File: src/inc/tx_coding_pkg.sv
package tx_coding_pkg;

  // clock rate of ref_clk_in
  localparam int unsigned CLK_HZ = 20_000_000;

  // register map
  localparam logic [7:0] ADDR_FRAMING = 8'h48;
  localparam logic [7:0] ADDR_AUX = 8'h49;
  localparam logic [7:0] ADDR_CODING = 8'h4a;

  // framing control: writable bits, reserved bits stay zero
  localparam logic [7:0] FRAMING_WR_MASK = 8'hab;
  localparam logic [7:0] FRAMING_RST = 8'h00;
  localparam logic [7:0] CODING_RST = 8'h00;

  // auxiliary control and status
  localparam int unsigned AUX_PARITY_EN = 0;
  localparam int unsigned AUX_STOP_EN = 1;
  localparam int unsigned AUX_SC_EN = 2;
  localparam int unsigned AUX_BUSY = 7;
  localparam logic [7:0] AUX_WR_MASK = 8'h07;
  localparam logic [7:0] AUX_RST = 8'h00;

  // coding scheme codes
  localparam logic [3:0] SCH_PLAIN = 4'h0;
  localparam logic [3:0] SCH_COLLIDER = 4'h1;
  localparam logic [3:0] SCH_RZ_FIRST = 4'h4;
  localparam logic [3:0] SCH_RZ_LAST = 4'h7;
  localparam logic [3:0] SCH_1OF4 = 4'h8;
  localparam logic [3:0] SCH_256 = 4'h9;
  localparam logic [3:0] SCH_256_SILENT = 4'ha;
  localparam logic [3:0] SCH_256_LAST = 4'hb;
  localparam logic [3:0] SCH_PIE = 4'hc;

  // bit-stream rates and their codes
  localparam int unsigned RATE_26_HZ = 26_000;
  localparam int unsigned RATE_53_HZ = 53_000;
  localparam int unsigned RATE_106_HZ = 106_000;
  localparam int unsigned RATE_212_HZ = 212_000;
  localparam int unsigned RATE_424_HZ = 424_000;
  localparam int unsigned RATE_848_HZ = 848_000;
  localparam logic [2:0] RATE_CODE_53 = 3'h3;
  localparam logic [2:0] RATE_CODE_106 = 3'h4;
  localparam logic [2:0] RATE_CODE_212 = 3'h5;
  localparam logic [2:0] RATE_CODE_424 = 3'h6;
  localparam logic [2:0] RATE_CODE_848 = 3'h7;

  // quarter-bit reload counts, rounded down
  localparam logic [7:0] QTR_RELOAD_26 = 8'(CLK_HZ / (RATE_26_HZ * 4) - 1);
  localparam logic [7:0] QTR_RELOAD_53 = 8'(CLK_HZ / (RATE_53_HZ * 4) - 1);
  localparam logic [7:0] QTR_RELOAD_106 = 8'(CLK_HZ / (RATE_106_HZ * 4) - 1);
  localparam logic [7:0] QTR_RELOAD_212 = 8'(CLK_HZ / (RATE_212_HZ * 4) - 1);
  localparam logic [7:0] QTR_RELOAD_424 = 8'(CLK_HZ / (RATE_424_HZ * 4) - 1);
  localparam logic [7:0] QTR_RELOAD_848 = 8'(CLK_HZ / (RATE_848_HZ * 4) - 1);

  // subcarrier half-period reload counts
  localparam int unsigned SC_424_HZ = 424_000;
  localparam int unsigned SC_848_HZ = 848_000;
  localparam logic [4:0] SC_RELOAD_424 = 5'(CLK_HZ / (SC_424_HZ * 2) - 1);
  localparam logic [4:0] SC_RELOAD_848 = 5'(CLK_HZ / (SC_848_HZ * 2) - 1);

  // sequencing limits, in quarter bits and items
  localparam logic [3:0] DATA_BITS = 4'h8;
  localparam logic [9:0] SUB_LAST_BIT = 10'h003;
  localparam logic [9:0] SUB_LAST_PIE0 = 10'h001;
  localparam logic [9:0] SUB_LAST_1OF4 = 10'h00f;
  localparam logic [9:0] SUB_LAST_256 = 10'h3ff;
  localparam logic [3:0] IDX_LAST_1OF4 = 4'h3;
  localparam logic [7:0] SLOT_LAST = 8'hff;

  typedef struct packed {
    logic tx_high_bit_leads;
    logic rfu6;
    logic tx_odd_parity_select;
    logic rfu4;
    logic tx_stop_level;
    logic rfu2;
    logic tx_start_level;
    logic tx_start_insert;
  } framing_cfg_s;

  typedef struct packed {
    logic [3:0] coding_scheme_select;
    logic subcarrier_rate_select;
    logic [2:0] bitstream_rate_select;
  } coding_cfg_s;

  typedef enum logic [1:0] {
    ST_IDLE = 2'b01,
    ST_SEND = 2'b10
  } tx_state_e;

endpackage : tx_coding_pkg

File: src/rtl/tx_bit_coder.sv
// Overview of operation
// - bit 7 set sends data high bit first, cleared sends low bit first.
// - bit 5 set makes odd parity, cleared makes even parity.
// - bit 3 gives the stop bit level, zero or one.
// - bit 1 gives the start bit level, zero or one.
// - bit 0 set inserts a start bit, cleared sends none.
// - scheme 0h sends plain bits, 1h passes the collider stream as is.
// - schemes 4h to 7h return to zero, pulse in quarter one to four.
// - scheme 8h sends bit pairs as one-of-four pulse positions.
// - scheme 9h sends each byte as one-of-256 pulse position.
// - scheme Ah sends a zero byte with no pulse at all.
// - scheme Bh sends a zero byte as a pulse in the last slot.
// - scheme Ch sends pulse interval encoding.
// - bit 3 picks a 424 kHz or 848 kHz subcarrier.
// - subcarrier rate only matters when the subcarrier envelope is on.
// - bits 2 to 0 pick the bit-stream rate from 26 to 848 kHz.
`timescale 1ns/100ps
`default_nettype none
module tx_bit_coder
  import tx_coding_pkg::*;
(
  input wire logic ref_clk_in,
  input wire logic arst_n_in,
  input wire logic clk_en_in,
  input wire logic [7:0] reg_addr_in,
  input wire logic [7:0] reg_wdata_in,
  input wire logic reg_wr_in,
  input wire logic reg_rd_in,
  output logic [7:0] reg_rdata_out,
  input wire logic [7:0] byte_in,
  input wire logic byte_valid_in,
  output logic byte_ready_out,
  output logic tx_env_out,
  output logic tx_active_out
);

  framing_cfg_s framing_q;
  coding_cfg_s coding_q;
  logic [7:0] aux_q;
  logic [7:0] rdata_q;
  tx_state_e state_q;
  logic [7:0] byte_q;
  logic [3:0] idx_q;
  logic [9:0] sub_q;
  logic [7:0] qcnt_q;
  logic [4:0] sc_cnt_q;
  logic sc_phase_q;
  logic env_q;

  // register decode
  wire sel_framing = reg_addr_in == ADDR_FRAMING;
  wire sel_aux = reg_addr_in == ADDR_AUX;
  wire sel_coding = reg_addr_in == ADDR_CODING;
  wire busy = state_q == ST_SEND;
  wire [7:0] aux_rd = (aux_q & AUX_WR_MASK) | (8'(busy) << AUX_BUSY);
  wire [7:0] rd_mux = sel_framing ? framing_q :
                      sel_coding ? coding_q :
                      sel_aux ? aux_rd : 8'h00;

  // register writes; reserved framing bits are masked so they read zero
  always_ff @(posedge ref_clk_in or negedge arst_n_in) begin
    if (!arst_n_in) begin
      framing_q <= FRAMING_RST;
      coding_q <= CODING_RST;
      aux_q <= AUX_RST;
    end else if (clk_en_in && reg_wr_in) begin
      if (sel_framing) framing_q <= reg_wdata_in & FRAMING_WR_MASK;
      if (sel_coding) coding_q <= reg_wdata_in;
      if (sel_aux) aux_q <= reg_wdata_in & AUX_WR_MASK;
    end
  end

  // read data stands only in the cycle after the strobe
  always_ff @(posedge ref_clk_in or negedge arst_n_in) begin
    if (!arst_n_in) begin
      rdata_q <= 8'h00;
    end else if (clk_en_in) begin
      rdata_q <= reg_rd_in ? rd_mux : 8'h00;
    end
  end

  // configuration fields
  wire [3:0] scheme = coding_q.coding_scheme_select;
  wire parity_en = aux_q[AUX_PARITY_EN];
  wire stop_en = aux_q[AUX_STOP_EN];
  wire sc_en = aux_q[AUX_SC_EN];
  wire start_en = framing_q.tx_start_insert;
  wire is_rz = (scheme >= SCH_RZ_FIRST) && (scheme <= SCH_RZ_LAST);
  wire is_1of4 = scheme == SCH_1OF4;
  wire is_256 = (scheme == SCH_256) || (scheme == SCH_256_SILENT) || (scheme == SCH_256_LAST);
  wire is_pie = scheme == SCH_PIE;
  // reserved schemes fall back to plain bits rather than going silent
  wire is_framed = !is_1of4 && !is_256;

  // quarter-bit reload per rate; reserved codes run at the slowest rate
  wire [2:0] rate = coding_q.bitstream_rate_select;
  wire [7:0] qtr_reload = (rate == RATE_CODE_848) ? QTR_RELOAD_848 :
                          (rate == RATE_CODE_424) ? QTR_RELOAD_424 :
                          (rate == RATE_CODE_212) ? QTR_RELOAD_212 :
                          (rate == RATE_CODE_106) ? QTR_RELOAD_106 :
                          (rate == RATE_CODE_53) ? QTR_RELOAD_53 : QTR_RELOAD_26;
  wire qtick = clk_en_in && busy && (qcnt_q == 8'h00);

  // data bit j of the byte in sending order
  function automatic logic data_bit(input logic [7:0] b, input logic msb, input logic [3:0] j);
    logic [2:0] k;
    k = j[2:0];
    return msb ? b[3'h7 - k] : b[k];
  endfunction

  // framed items: optional start, data, optional parity, optional stop
  wire [3:0] frame_len = DATA_BITS + 4'(start_en) + 4'(parity_en) + 4'(stop_en);
  wire [3:0] data_idx = idx_q - 4'(start_en);
  wire in_start = start_en && (idx_q == 4'h0);
  wire in_data = !in_start && (data_idx < DATA_BITS);
  wire in_parity = !in_start && parity_en && (data_idx == DATA_BITS);
  wire parity_bit = (^byte_q) ^ framing_q.tx_odd_parity_select;
  wire cur_bit = in_start ? framing_q.tx_start_level :
                 in_data ? data_bit(byte_q, framing_q.tx_high_bit_leads, data_idx) :
                 in_parity ? parity_bit :
                 framing_q.tx_stop_level;

  // pulse-position values
  wire [3:0] pair_lo = {idx_q[2:0], 1'b0};
  wire [3:0] pair_hi = {idx_q[2:0], 1'b1};
  wire [1:0] pair_val = {data_bit(byte_q, framing_q.tx_high_bit_leads, pair_hi),
                         data_bit(byte_q, framing_q.tx_high_bit_leads, pair_lo)};
  wire [1:0] rz_slot = 2'(scheme - SCH_RZ_FIRST);
  wire [7:0] slot256 = (scheme == SCH_256_LAST && byte_q == 8'h00) ? SLOT_LAST : byte_q;
  wire silent0 = (scheme == SCH_256_SILENT) && (byte_q == 8'h00);

  // sequence limits per scheme
  wire [9:0] sub_last = is_256 ? SUB_LAST_256 :
                        is_1of4 ? SUB_LAST_1OF4 :
                        (is_pie && !cur_bit) ? SUB_LAST_PIE0 : SUB_LAST_BIT;
  wire [3:0] idx_last = is_256 ? 4'h0 : is_1of4 ? IDX_LAST_1OF4 : frame_len - 4'h1;
  wire item_end = sub_q == sub_last;
  wire byte_end = item_end && (idx_q == idx_last);

  // modulation level for the current quarter
  wire lvl_rz = cur_bit && (sub_q[1:0] == rz_slot);
  wire lvl_pie = sub_q != sub_last;
  wire lvl_1of4 = sub_q[3:2] == pair_val;
  wire lvl_256 = (sub_q[9:2] == slot256) && !silent0;
  wire level = is_256 ? lvl_256 :
               is_1of4 ? lvl_1of4 :
               is_pie ? lvl_pie :
               is_rz ? lvl_rz : cur_bit;

  // the envelope is gated by the subcarrier only while it is enabled
  wire env_d = busy && (sc_en ? (level && sc_phase_q) : level);
  wire [4:0] sc_reload = coding_q.subcarrier_rate_select ? SC_RELOAD_848 : SC_RELOAD_424;

  // a new byte is taken when idle or at the last quarter of the current one
  assign byte_ready_out = clk_en_in && ((state_q == ST_IDLE) || (qtick && byte_end));
  wire accept = byte_ready_out && byte_valid_in;

  // sequencer state; back-to-back bytes run without a gap
  always_ff @(posedge ref_clk_in or negedge arst_n_in) begin
    if (!arst_n_in) begin
      state_q <= ST_IDLE;
      byte_q <= 8'h00;
      idx_q <= 4'h0;
      sub_q <= 10'h000;
    end else if (accept) begin
      state_q <= ST_SEND;
      byte_q <= byte_in;
      idx_q <= 4'h0;
      sub_q <= 10'h000;
    end else if (qtick) begin
      case (state_q)
        ST_SEND: begin
          if (byte_end) begin
            state_q <= ST_IDLE;
          end else if (item_end) begin
            idx_q <= idx_q + 4'h1;
            sub_q <= 10'h000;
          end else begin
            sub_q <= sub_q + 10'h001;
          end
        end
        default: begin
          state_q <= ST_IDLE;
        end
      endcase
    end
  end

  // quarter-bit timer; reload on accept so every byte starts on a full quarter
  always_ff @(posedge ref_clk_in or negedge arst_n_in) begin
    if (!arst_n_in) begin
      qcnt_q <= 8'h00;
    end else if (accept || qtick) begin
      qcnt_q <= qtr_reload;
    end else if (clk_en_in && busy) begin
      qcnt_q <= qcnt_q - 8'h01;
    end
  end

  // subcarrier phase; free-running while busy, so its phase is not bit aligned
  always_ff @(posedge ref_clk_in or negedge arst_n_in) begin
    if (!arst_n_in) begin
      sc_cnt_q <= 5'h00;
      sc_phase_q <= 1'b0;
    end else if (clk_en_in) begin
      if (!busy) begin
        sc_cnt_q <= sc_reload;
        sc_phase_q <= 1'b1;
      end else if (sc_cnt_q == 5'h00) begin
        sc_cnt_q <= sc_reload;
        sc_phase_q <= !sc_phase_q;
      end else begin
        sc_cnt_q <= sc_cnt_q - 5'h01;
      end
    end
  end

  // registered envelope costs one cycle of latency but keeps the pin glitch free
  always_ff @(posedge ref_clk_in or negedge arst_n_in) begin
    if (!arst_n_in) begin
      env_q <= 1'b0;
    end else if (clk_en_in) begin
      env_q <= env_d;
    end
  end

  assign tx_env_out = env_q;
  assign tx_active_out = busy;
  assign reg_rdata_out = rdata_q;
endmodule : tx_bit_coder
`default_nettype wire

File: config.mk
export PLATFORM = sky130hd
export DESIGN_NAME = tx_bit_coder
export DESIGN_NICKNAME = d
export VERILOG_FILES = /design/src/inc/tx_coding_pkg.sv /design/src/rtl/tx_bit_coder.sv
export SDC_FILE = /design/constraint.sdc
export NUM_CORES = 1
export LEC_CHECK = 0
export BUFFER_PORTS_ARGS = -buffer_cell sky130_fd_sc_hd__buf_2
export CORE_MARGIN = 2
export CORE_UTILIZATION = 35
export CTS_CLUSTER_DIAMETER = 200
export DETAILED_ROUTE_END_ITERATION = 10
export GPL_TIMING_DRIVEN = 0
export HOLD_SLACK_MARGIN = 0.02
export SLEW_MARGIN = 5
export SYNTH_ARGS = -nofsm -noshare
export SYNTH_HDL_FRONTEND = slang
export SYNTH_SLANG_ARGS = --single-unit
File: constraint.sdc
create_clock -name ref_clk_in -period 8.05 [get_ports ref_clk_in]
set_input_delay 2.0125 -clock ref_clk_in [delete_from_list [all_inputs] [get_ports ref_clk_in]]
set_output_delay 2.0125 -clock ref_clk_in [all_outputs]
set_load 0.02 [all_outputs]
* Word level (Yosys, flattened, before mapping) *
Index checks and enable logic that the tools add are counted.

word-level totals
  flip-flop bits (word level) = 63
  input port bits = 30
  output and inout port bits = 11
  word-level logic and storage cells = 169

cells by class
  add/subtract/negate cells = 13
  order comparisons = 9
  equal/unequal tests = 25
  mux-type cells = 59
  bitwise gates (word level) = 2
  reductions and logical operators = 43

operators by type and width
  cell                     number
  $mux W8                  12
  $mux W10                 6
  $mux W4                  8
  $eq A4 B4 Y1 const B     6
  $eq A8 B7 Y1 const B     3
  $lt A3 B4 Y1 const B     6
  $logic_and A1 B1 Y1      19
  $mux W1                  19
  $logic_not A8 Y1         2
  $mux W5                  3
  $bmux W1 S3              4
  $eq A3 B3 Y1 const B     4
  $add A10 B1 Y10 const B  1
  $eq A10 B10 Y1           1
  $mux W2                  5
  $ne A10 B10 Y1           1
  $reduce_and A2 Y1        5
  $sub A3 B3 Y3 const A    3
  $add A4 B1 Y4            2
  $eq A8 B8 Y1             1
  $or A3 B8 Y8             1
  $reduce_bool A2 Y1       4
  $reduce_xor A8 Y1        1
  $sub A8 B1 Y8 const B    1
  24 further kinds         33

* Logic depth before layout (Yosys ltp) *
  depth after elaboration = 21
  gate-level depth with buffers = 14
  depth with buffers taken out = 14

* Worst setup path after synthesis *
Ideal clock, no wire load.

  kind = input to output
  from = in clk_en_in
  to = out byte_ready_out
  arrival = 3.189 ns
  data required time = 6.037 ns
  slack = 2.849 ns
  cell stages on the path = 6
  cell sequence = nand2_1 > or4_1 > buf_6 > nor2_8 > a31oi_4 > nor2_1

on the way
  word-level cells in the longest chain between the ends = 5

ends and longest elaborated chain
  element                            RTL line             text
  from (decl)                        tx_bit_coder.sv:24   input wire logic clk_en_in,
  $logic_and A1 B1 Y1 (2 in series)  tx_bit_coder.sv:102  wire qtick = clk_en_in && busy && (qcnt_q == 8'h00);
  $logic_and A1 B1 Y1                tx_bit_coder.sv:155  assign byte_ready_out = clk_en_in && ((state_q == ST_IDLE) || (qtick && byte_end));
  $logic_or A1 B1 Y1                 tx_bit_coder.sv:155
  $logic_and A1 B1 Y1 (*)            tx_bit_coder.sv:155
  to (decl)                          tx_bit_coder.sv:32   output logic byte_ready_out,

Mark *: on every way between the ends. The rest lies on a longest branch, timed or not.

* Final worst setup path *
Same ends and word-level chain as after synthesis.

==> results.sh <==
export IMPL_run_status="completed"
export IMPL_critPathKind="input port to output pin"
export IMPL_design_core_area_um2=11860
export IMPL_postRouteWirelength_um=10010
export IMPL_design_portCount=41
export IMPL_grt_first_pass_wirelength_um=17020
export IMPL_synth_area_per_cell_um2=9.496
export IMPL_detail_route_wl_per_cell_um=15.52
export IMPL_synth_enable_flop_cells=0
export IMPL_timing_max_transition_violations_final=0
export IMPL_groute_usage_overall_pct=16.57
export IMPL_num_rows=40
export IMPL_power_share_sequential_pct=41.6
export IMPL_drt_pass1_iter_count=5
export IMPL_clock_skew_ps=6.827
export IMPL_vias=3481
export IMPL_max_vdd_ir_drop_v=0.00008923
export IMPL_rsz_0062_raised_after_global_routing="false"
export IMPL_fp_dieW_um=113.6
export IMPL_post_synth_top_area_cell="sky130_fd_sc_hd__dfrtp_1"
export IMPL_area_growth_syn_to_layout_pct=16.54
export IMPL_cts_resized=0
export IMPL_die_area_um2=12910
export IMPL_synth_top_cells_by_count="sky130_fd_sc_hd__dfrtp_1, sky130_fd_sc_hd__nand2_1, sky130_fd_sc_hd__nor2_1"
export IMPL_netlist_area_um2=4207
export IMPL_detailedPlacementHpwl_um=7364
export IMPL_start_util_pct=35.46
export IMPL_final_util_pct=41.33
export IMPL_number_of_inserted_diodes=0
export IMPL_synth_lib_cells_used_distinct=71
export IMPL_insertion_delay_ps=330
export IMPL_cp_data_required_time_ps=6040
export IMPL_place_port_buffers=39
export IMPL_nets=537
export IMPL_worstPathMaxFanout=10
export IMPL_antenna_found_initial=0
export IMPL_gp_routability_congestion=0.8441
export IMPL_share_clk_of_total_power_pct=43.6
export IMPL_finalSetupViolCount=0
export IMPL_detail_route_iter0_violations=234
export IMPL_synth_flop_cell="sky130_fd_sc_hd__dfrtp_1"
export IMPL_clock_tree_from_tritoncts="built"
export IMPL_cp_data_arrival_time_ps=3610
export IMPL_clock_sinks=63
export IMPL_clockRootBuffer="sky130_fd_sc_hd__clkbuf_16"
export IMPL_route_antenna_remaining_nets=0
export IMPL_clock_tree_buffer_depth=2
export IMPL_fmaxAchievable_ghz=0.1778
export IMPL_tritoncts_num_buffers=9
export IMPL_synth_async_reset_ratio_pct=100.0
export IMPL_finalHoldViolCount=0
export IMPL_post_cts_hold_buffer_count=0
export IMPL_pwr_dens_nw_per_um2=191.4
export IMPL_syn_instance_count=443
export IMPL_p_int_uw=685.5
export IMPL_synthDominantCellAreaShare_pct=36.88
export IMPL_p_leak_nw=2.231
export IMPL_hp_class="register to register"
export IMPL_post_route_min_period_ps=5624
export IMPL_first_global_vias=3381
export IMPL_p_sw_uw=252.9
export IMPL_startpoint_type="input port"
export IMPL_timing_critical_path_to_type="output pin"
export IMPL_layout_filler_cells=1174
export IMPL_path_clk_slew_ps=60
export IMPL_synth_most_common_cell="sky130_fd_sc_hd__dfrtp_1"
export IMPL_grt_max_degree=64
export IMPL_worstMarginPinSlew_ps=974.4
export IMPL_drt_drc_violations_left=0
export IMPL_route_detailed_vias_per_inst=5.397
export IMPL_synthesis_nets=487
export IMPL_synth_warning_count=0
export IMPL_max_cap_violations=0
export IMPL_power_frac_comb_pct=14.8
export IMPL_cts_setup_buffers=0
export IMPL_post_route_period_util_pct=69.87
export IMPL_synth_top_cells_by_area="sky130_fd_sc_hd__dfrtp_1, sky130_fd_sc_hd__mux2_2, sky130_fd_sc_hd__mux4_2"
export IMPL_power_share_switching_pct=26.95
export IMPL_clock_tree_htree_level_count=3
export IMPL_remaining_max_slew_budget_at_the_tightest_pin_pct=34.54
export IMPL_fin_tns_setup_ps=0
export IMPL_fp_dieH_um=113.6
export IMPL_postSynthRegisterBits=63
export IMPL_synth_seq_area_share_pct=37.51
export IMPL_drive_gt1_share_pct=19.48
export IMPL_grt_overflow_total=0
per-stage QoR:
stage	area [µm²]	power [mW]	setup slack, ps	hold slack [ps]	instances
after floorplan	4207	0.4876	2849	441.3	443
after global placement	4586	0.5273	2381	456.4	629
after detailed placement	4588	0.5331	2375	466.4	629
after CTS	4902	0.9486	2382	486.7	645
after global routing	4902	0.9910	2224	513.5	645
final	4902	0.9384	2426	484.1	645
path summary, 6_finish.rpt:
check	start	endpoint	slack (ps)	cells past startpoint
max	clk_en_in	byte_ready_out	2430	6
min in group asynchronous	arst_n_in	reg_rdata_out[7]	1770	1
max in group asynchronous	arst_n_in	byte_q[1]	5760	1
min	reg_rdata_out[1]	reg_rdata_out[1]	480	2
min reg2reg	reg_rdata_out[1]	reg_rdata_out[1]	480	2
max reg2reg	idx_q[0]	byte_q[0]	4440	13
worst max-delay path, cell delays in order:
cell and delay (ps):
sky130_fd_sc_hd__buf_2 110, sky130_fd_sc_hd__buf_1 340, sky130_fd_sc_hd__clkinv_1 370, sky130_fd_sc_hd__clkbuf_1 360
sky130_fd_sc_hd__nor2_1 220, sky130_fd_sc_hd__buf_2 190
final cells by class:
class	count	area, µm²	area share, %
buffer	23	113.9	2.323
sequential	63	1578	32.18
multi-input combinational	326	2399	48.93
inverter	31	116.4	2.374
clock inverter	6	85.08	1.736
timing repair buffer	39	197.7	4.033
tap	147	183.9	3.752
clock buffer	10	229.0	4.671
power by group through the flow:
stage          registers [mW]  logic [mW]  clock network, mW
5_1_grt                 0.398       0.159              0.434
2_1_floorplan           0.385       0.103                  0
3_5_place_dp            0.395       0.138                  0
6_report                0.391       0.139              0.409
4_1_cts                 0.390       0.139              0.420
3_3_place_gp            0.394       0.133                  0
kinds of logic after synthesis:
family / count (synthesis) / synth area share (%)
buffers and inverters: 54 / 5.473
adders and majority gates: 14 / 4.164
muxes: 39 / 12.37
DFF: 63 / 37.51
and+or+nand+nor: 155 / 19.51
xor gates and xnor gates: 21 / 4.700
AOI/OAI and AO/OA: 97 / 16.27
metal layers:
| layer | GRT usage, % | routed length [µm] | vias up |
|---|---|---|---|
| met3 | 4.145 | 480 | 7 |
| li1 | - | - | 1712 |
| met5 | 0 | 0 | - |
| met1 | 22.99 | 4913 | 1689 |
| met4 | 3.415 | 54 | 0 |
| met2 | 26.51 | 4562 | 73 |
sequential cells by signal (all words and copies together) (netlist names):
signal and count:
start_en 1, scheme 4, reg_rdata_out 8, sub_q 10
coding_q 1, tx_env_out 1, aux_q 3, qcnt_q 8
state_q 2, sc_phase_q 1, byte_q 8, sc_cnt_q 5
framing_q 4, rate 3, idx_q 4
layout by cell type (no fill, tap or decap), drive strengths merged, types with 7 or more instances in the layout:
cell	count
dfrtp	62
buf	47
nand2	40
nor2	38
inv	30
clkbuf	25
mux2	24
a21oi	22
nor3	17
o21ai	17
nand3	14
ha	14
xor2	11
xnor2	9
a31oi	9
mux4	8
mux2i	7
(Power assumes the default switching activity.)
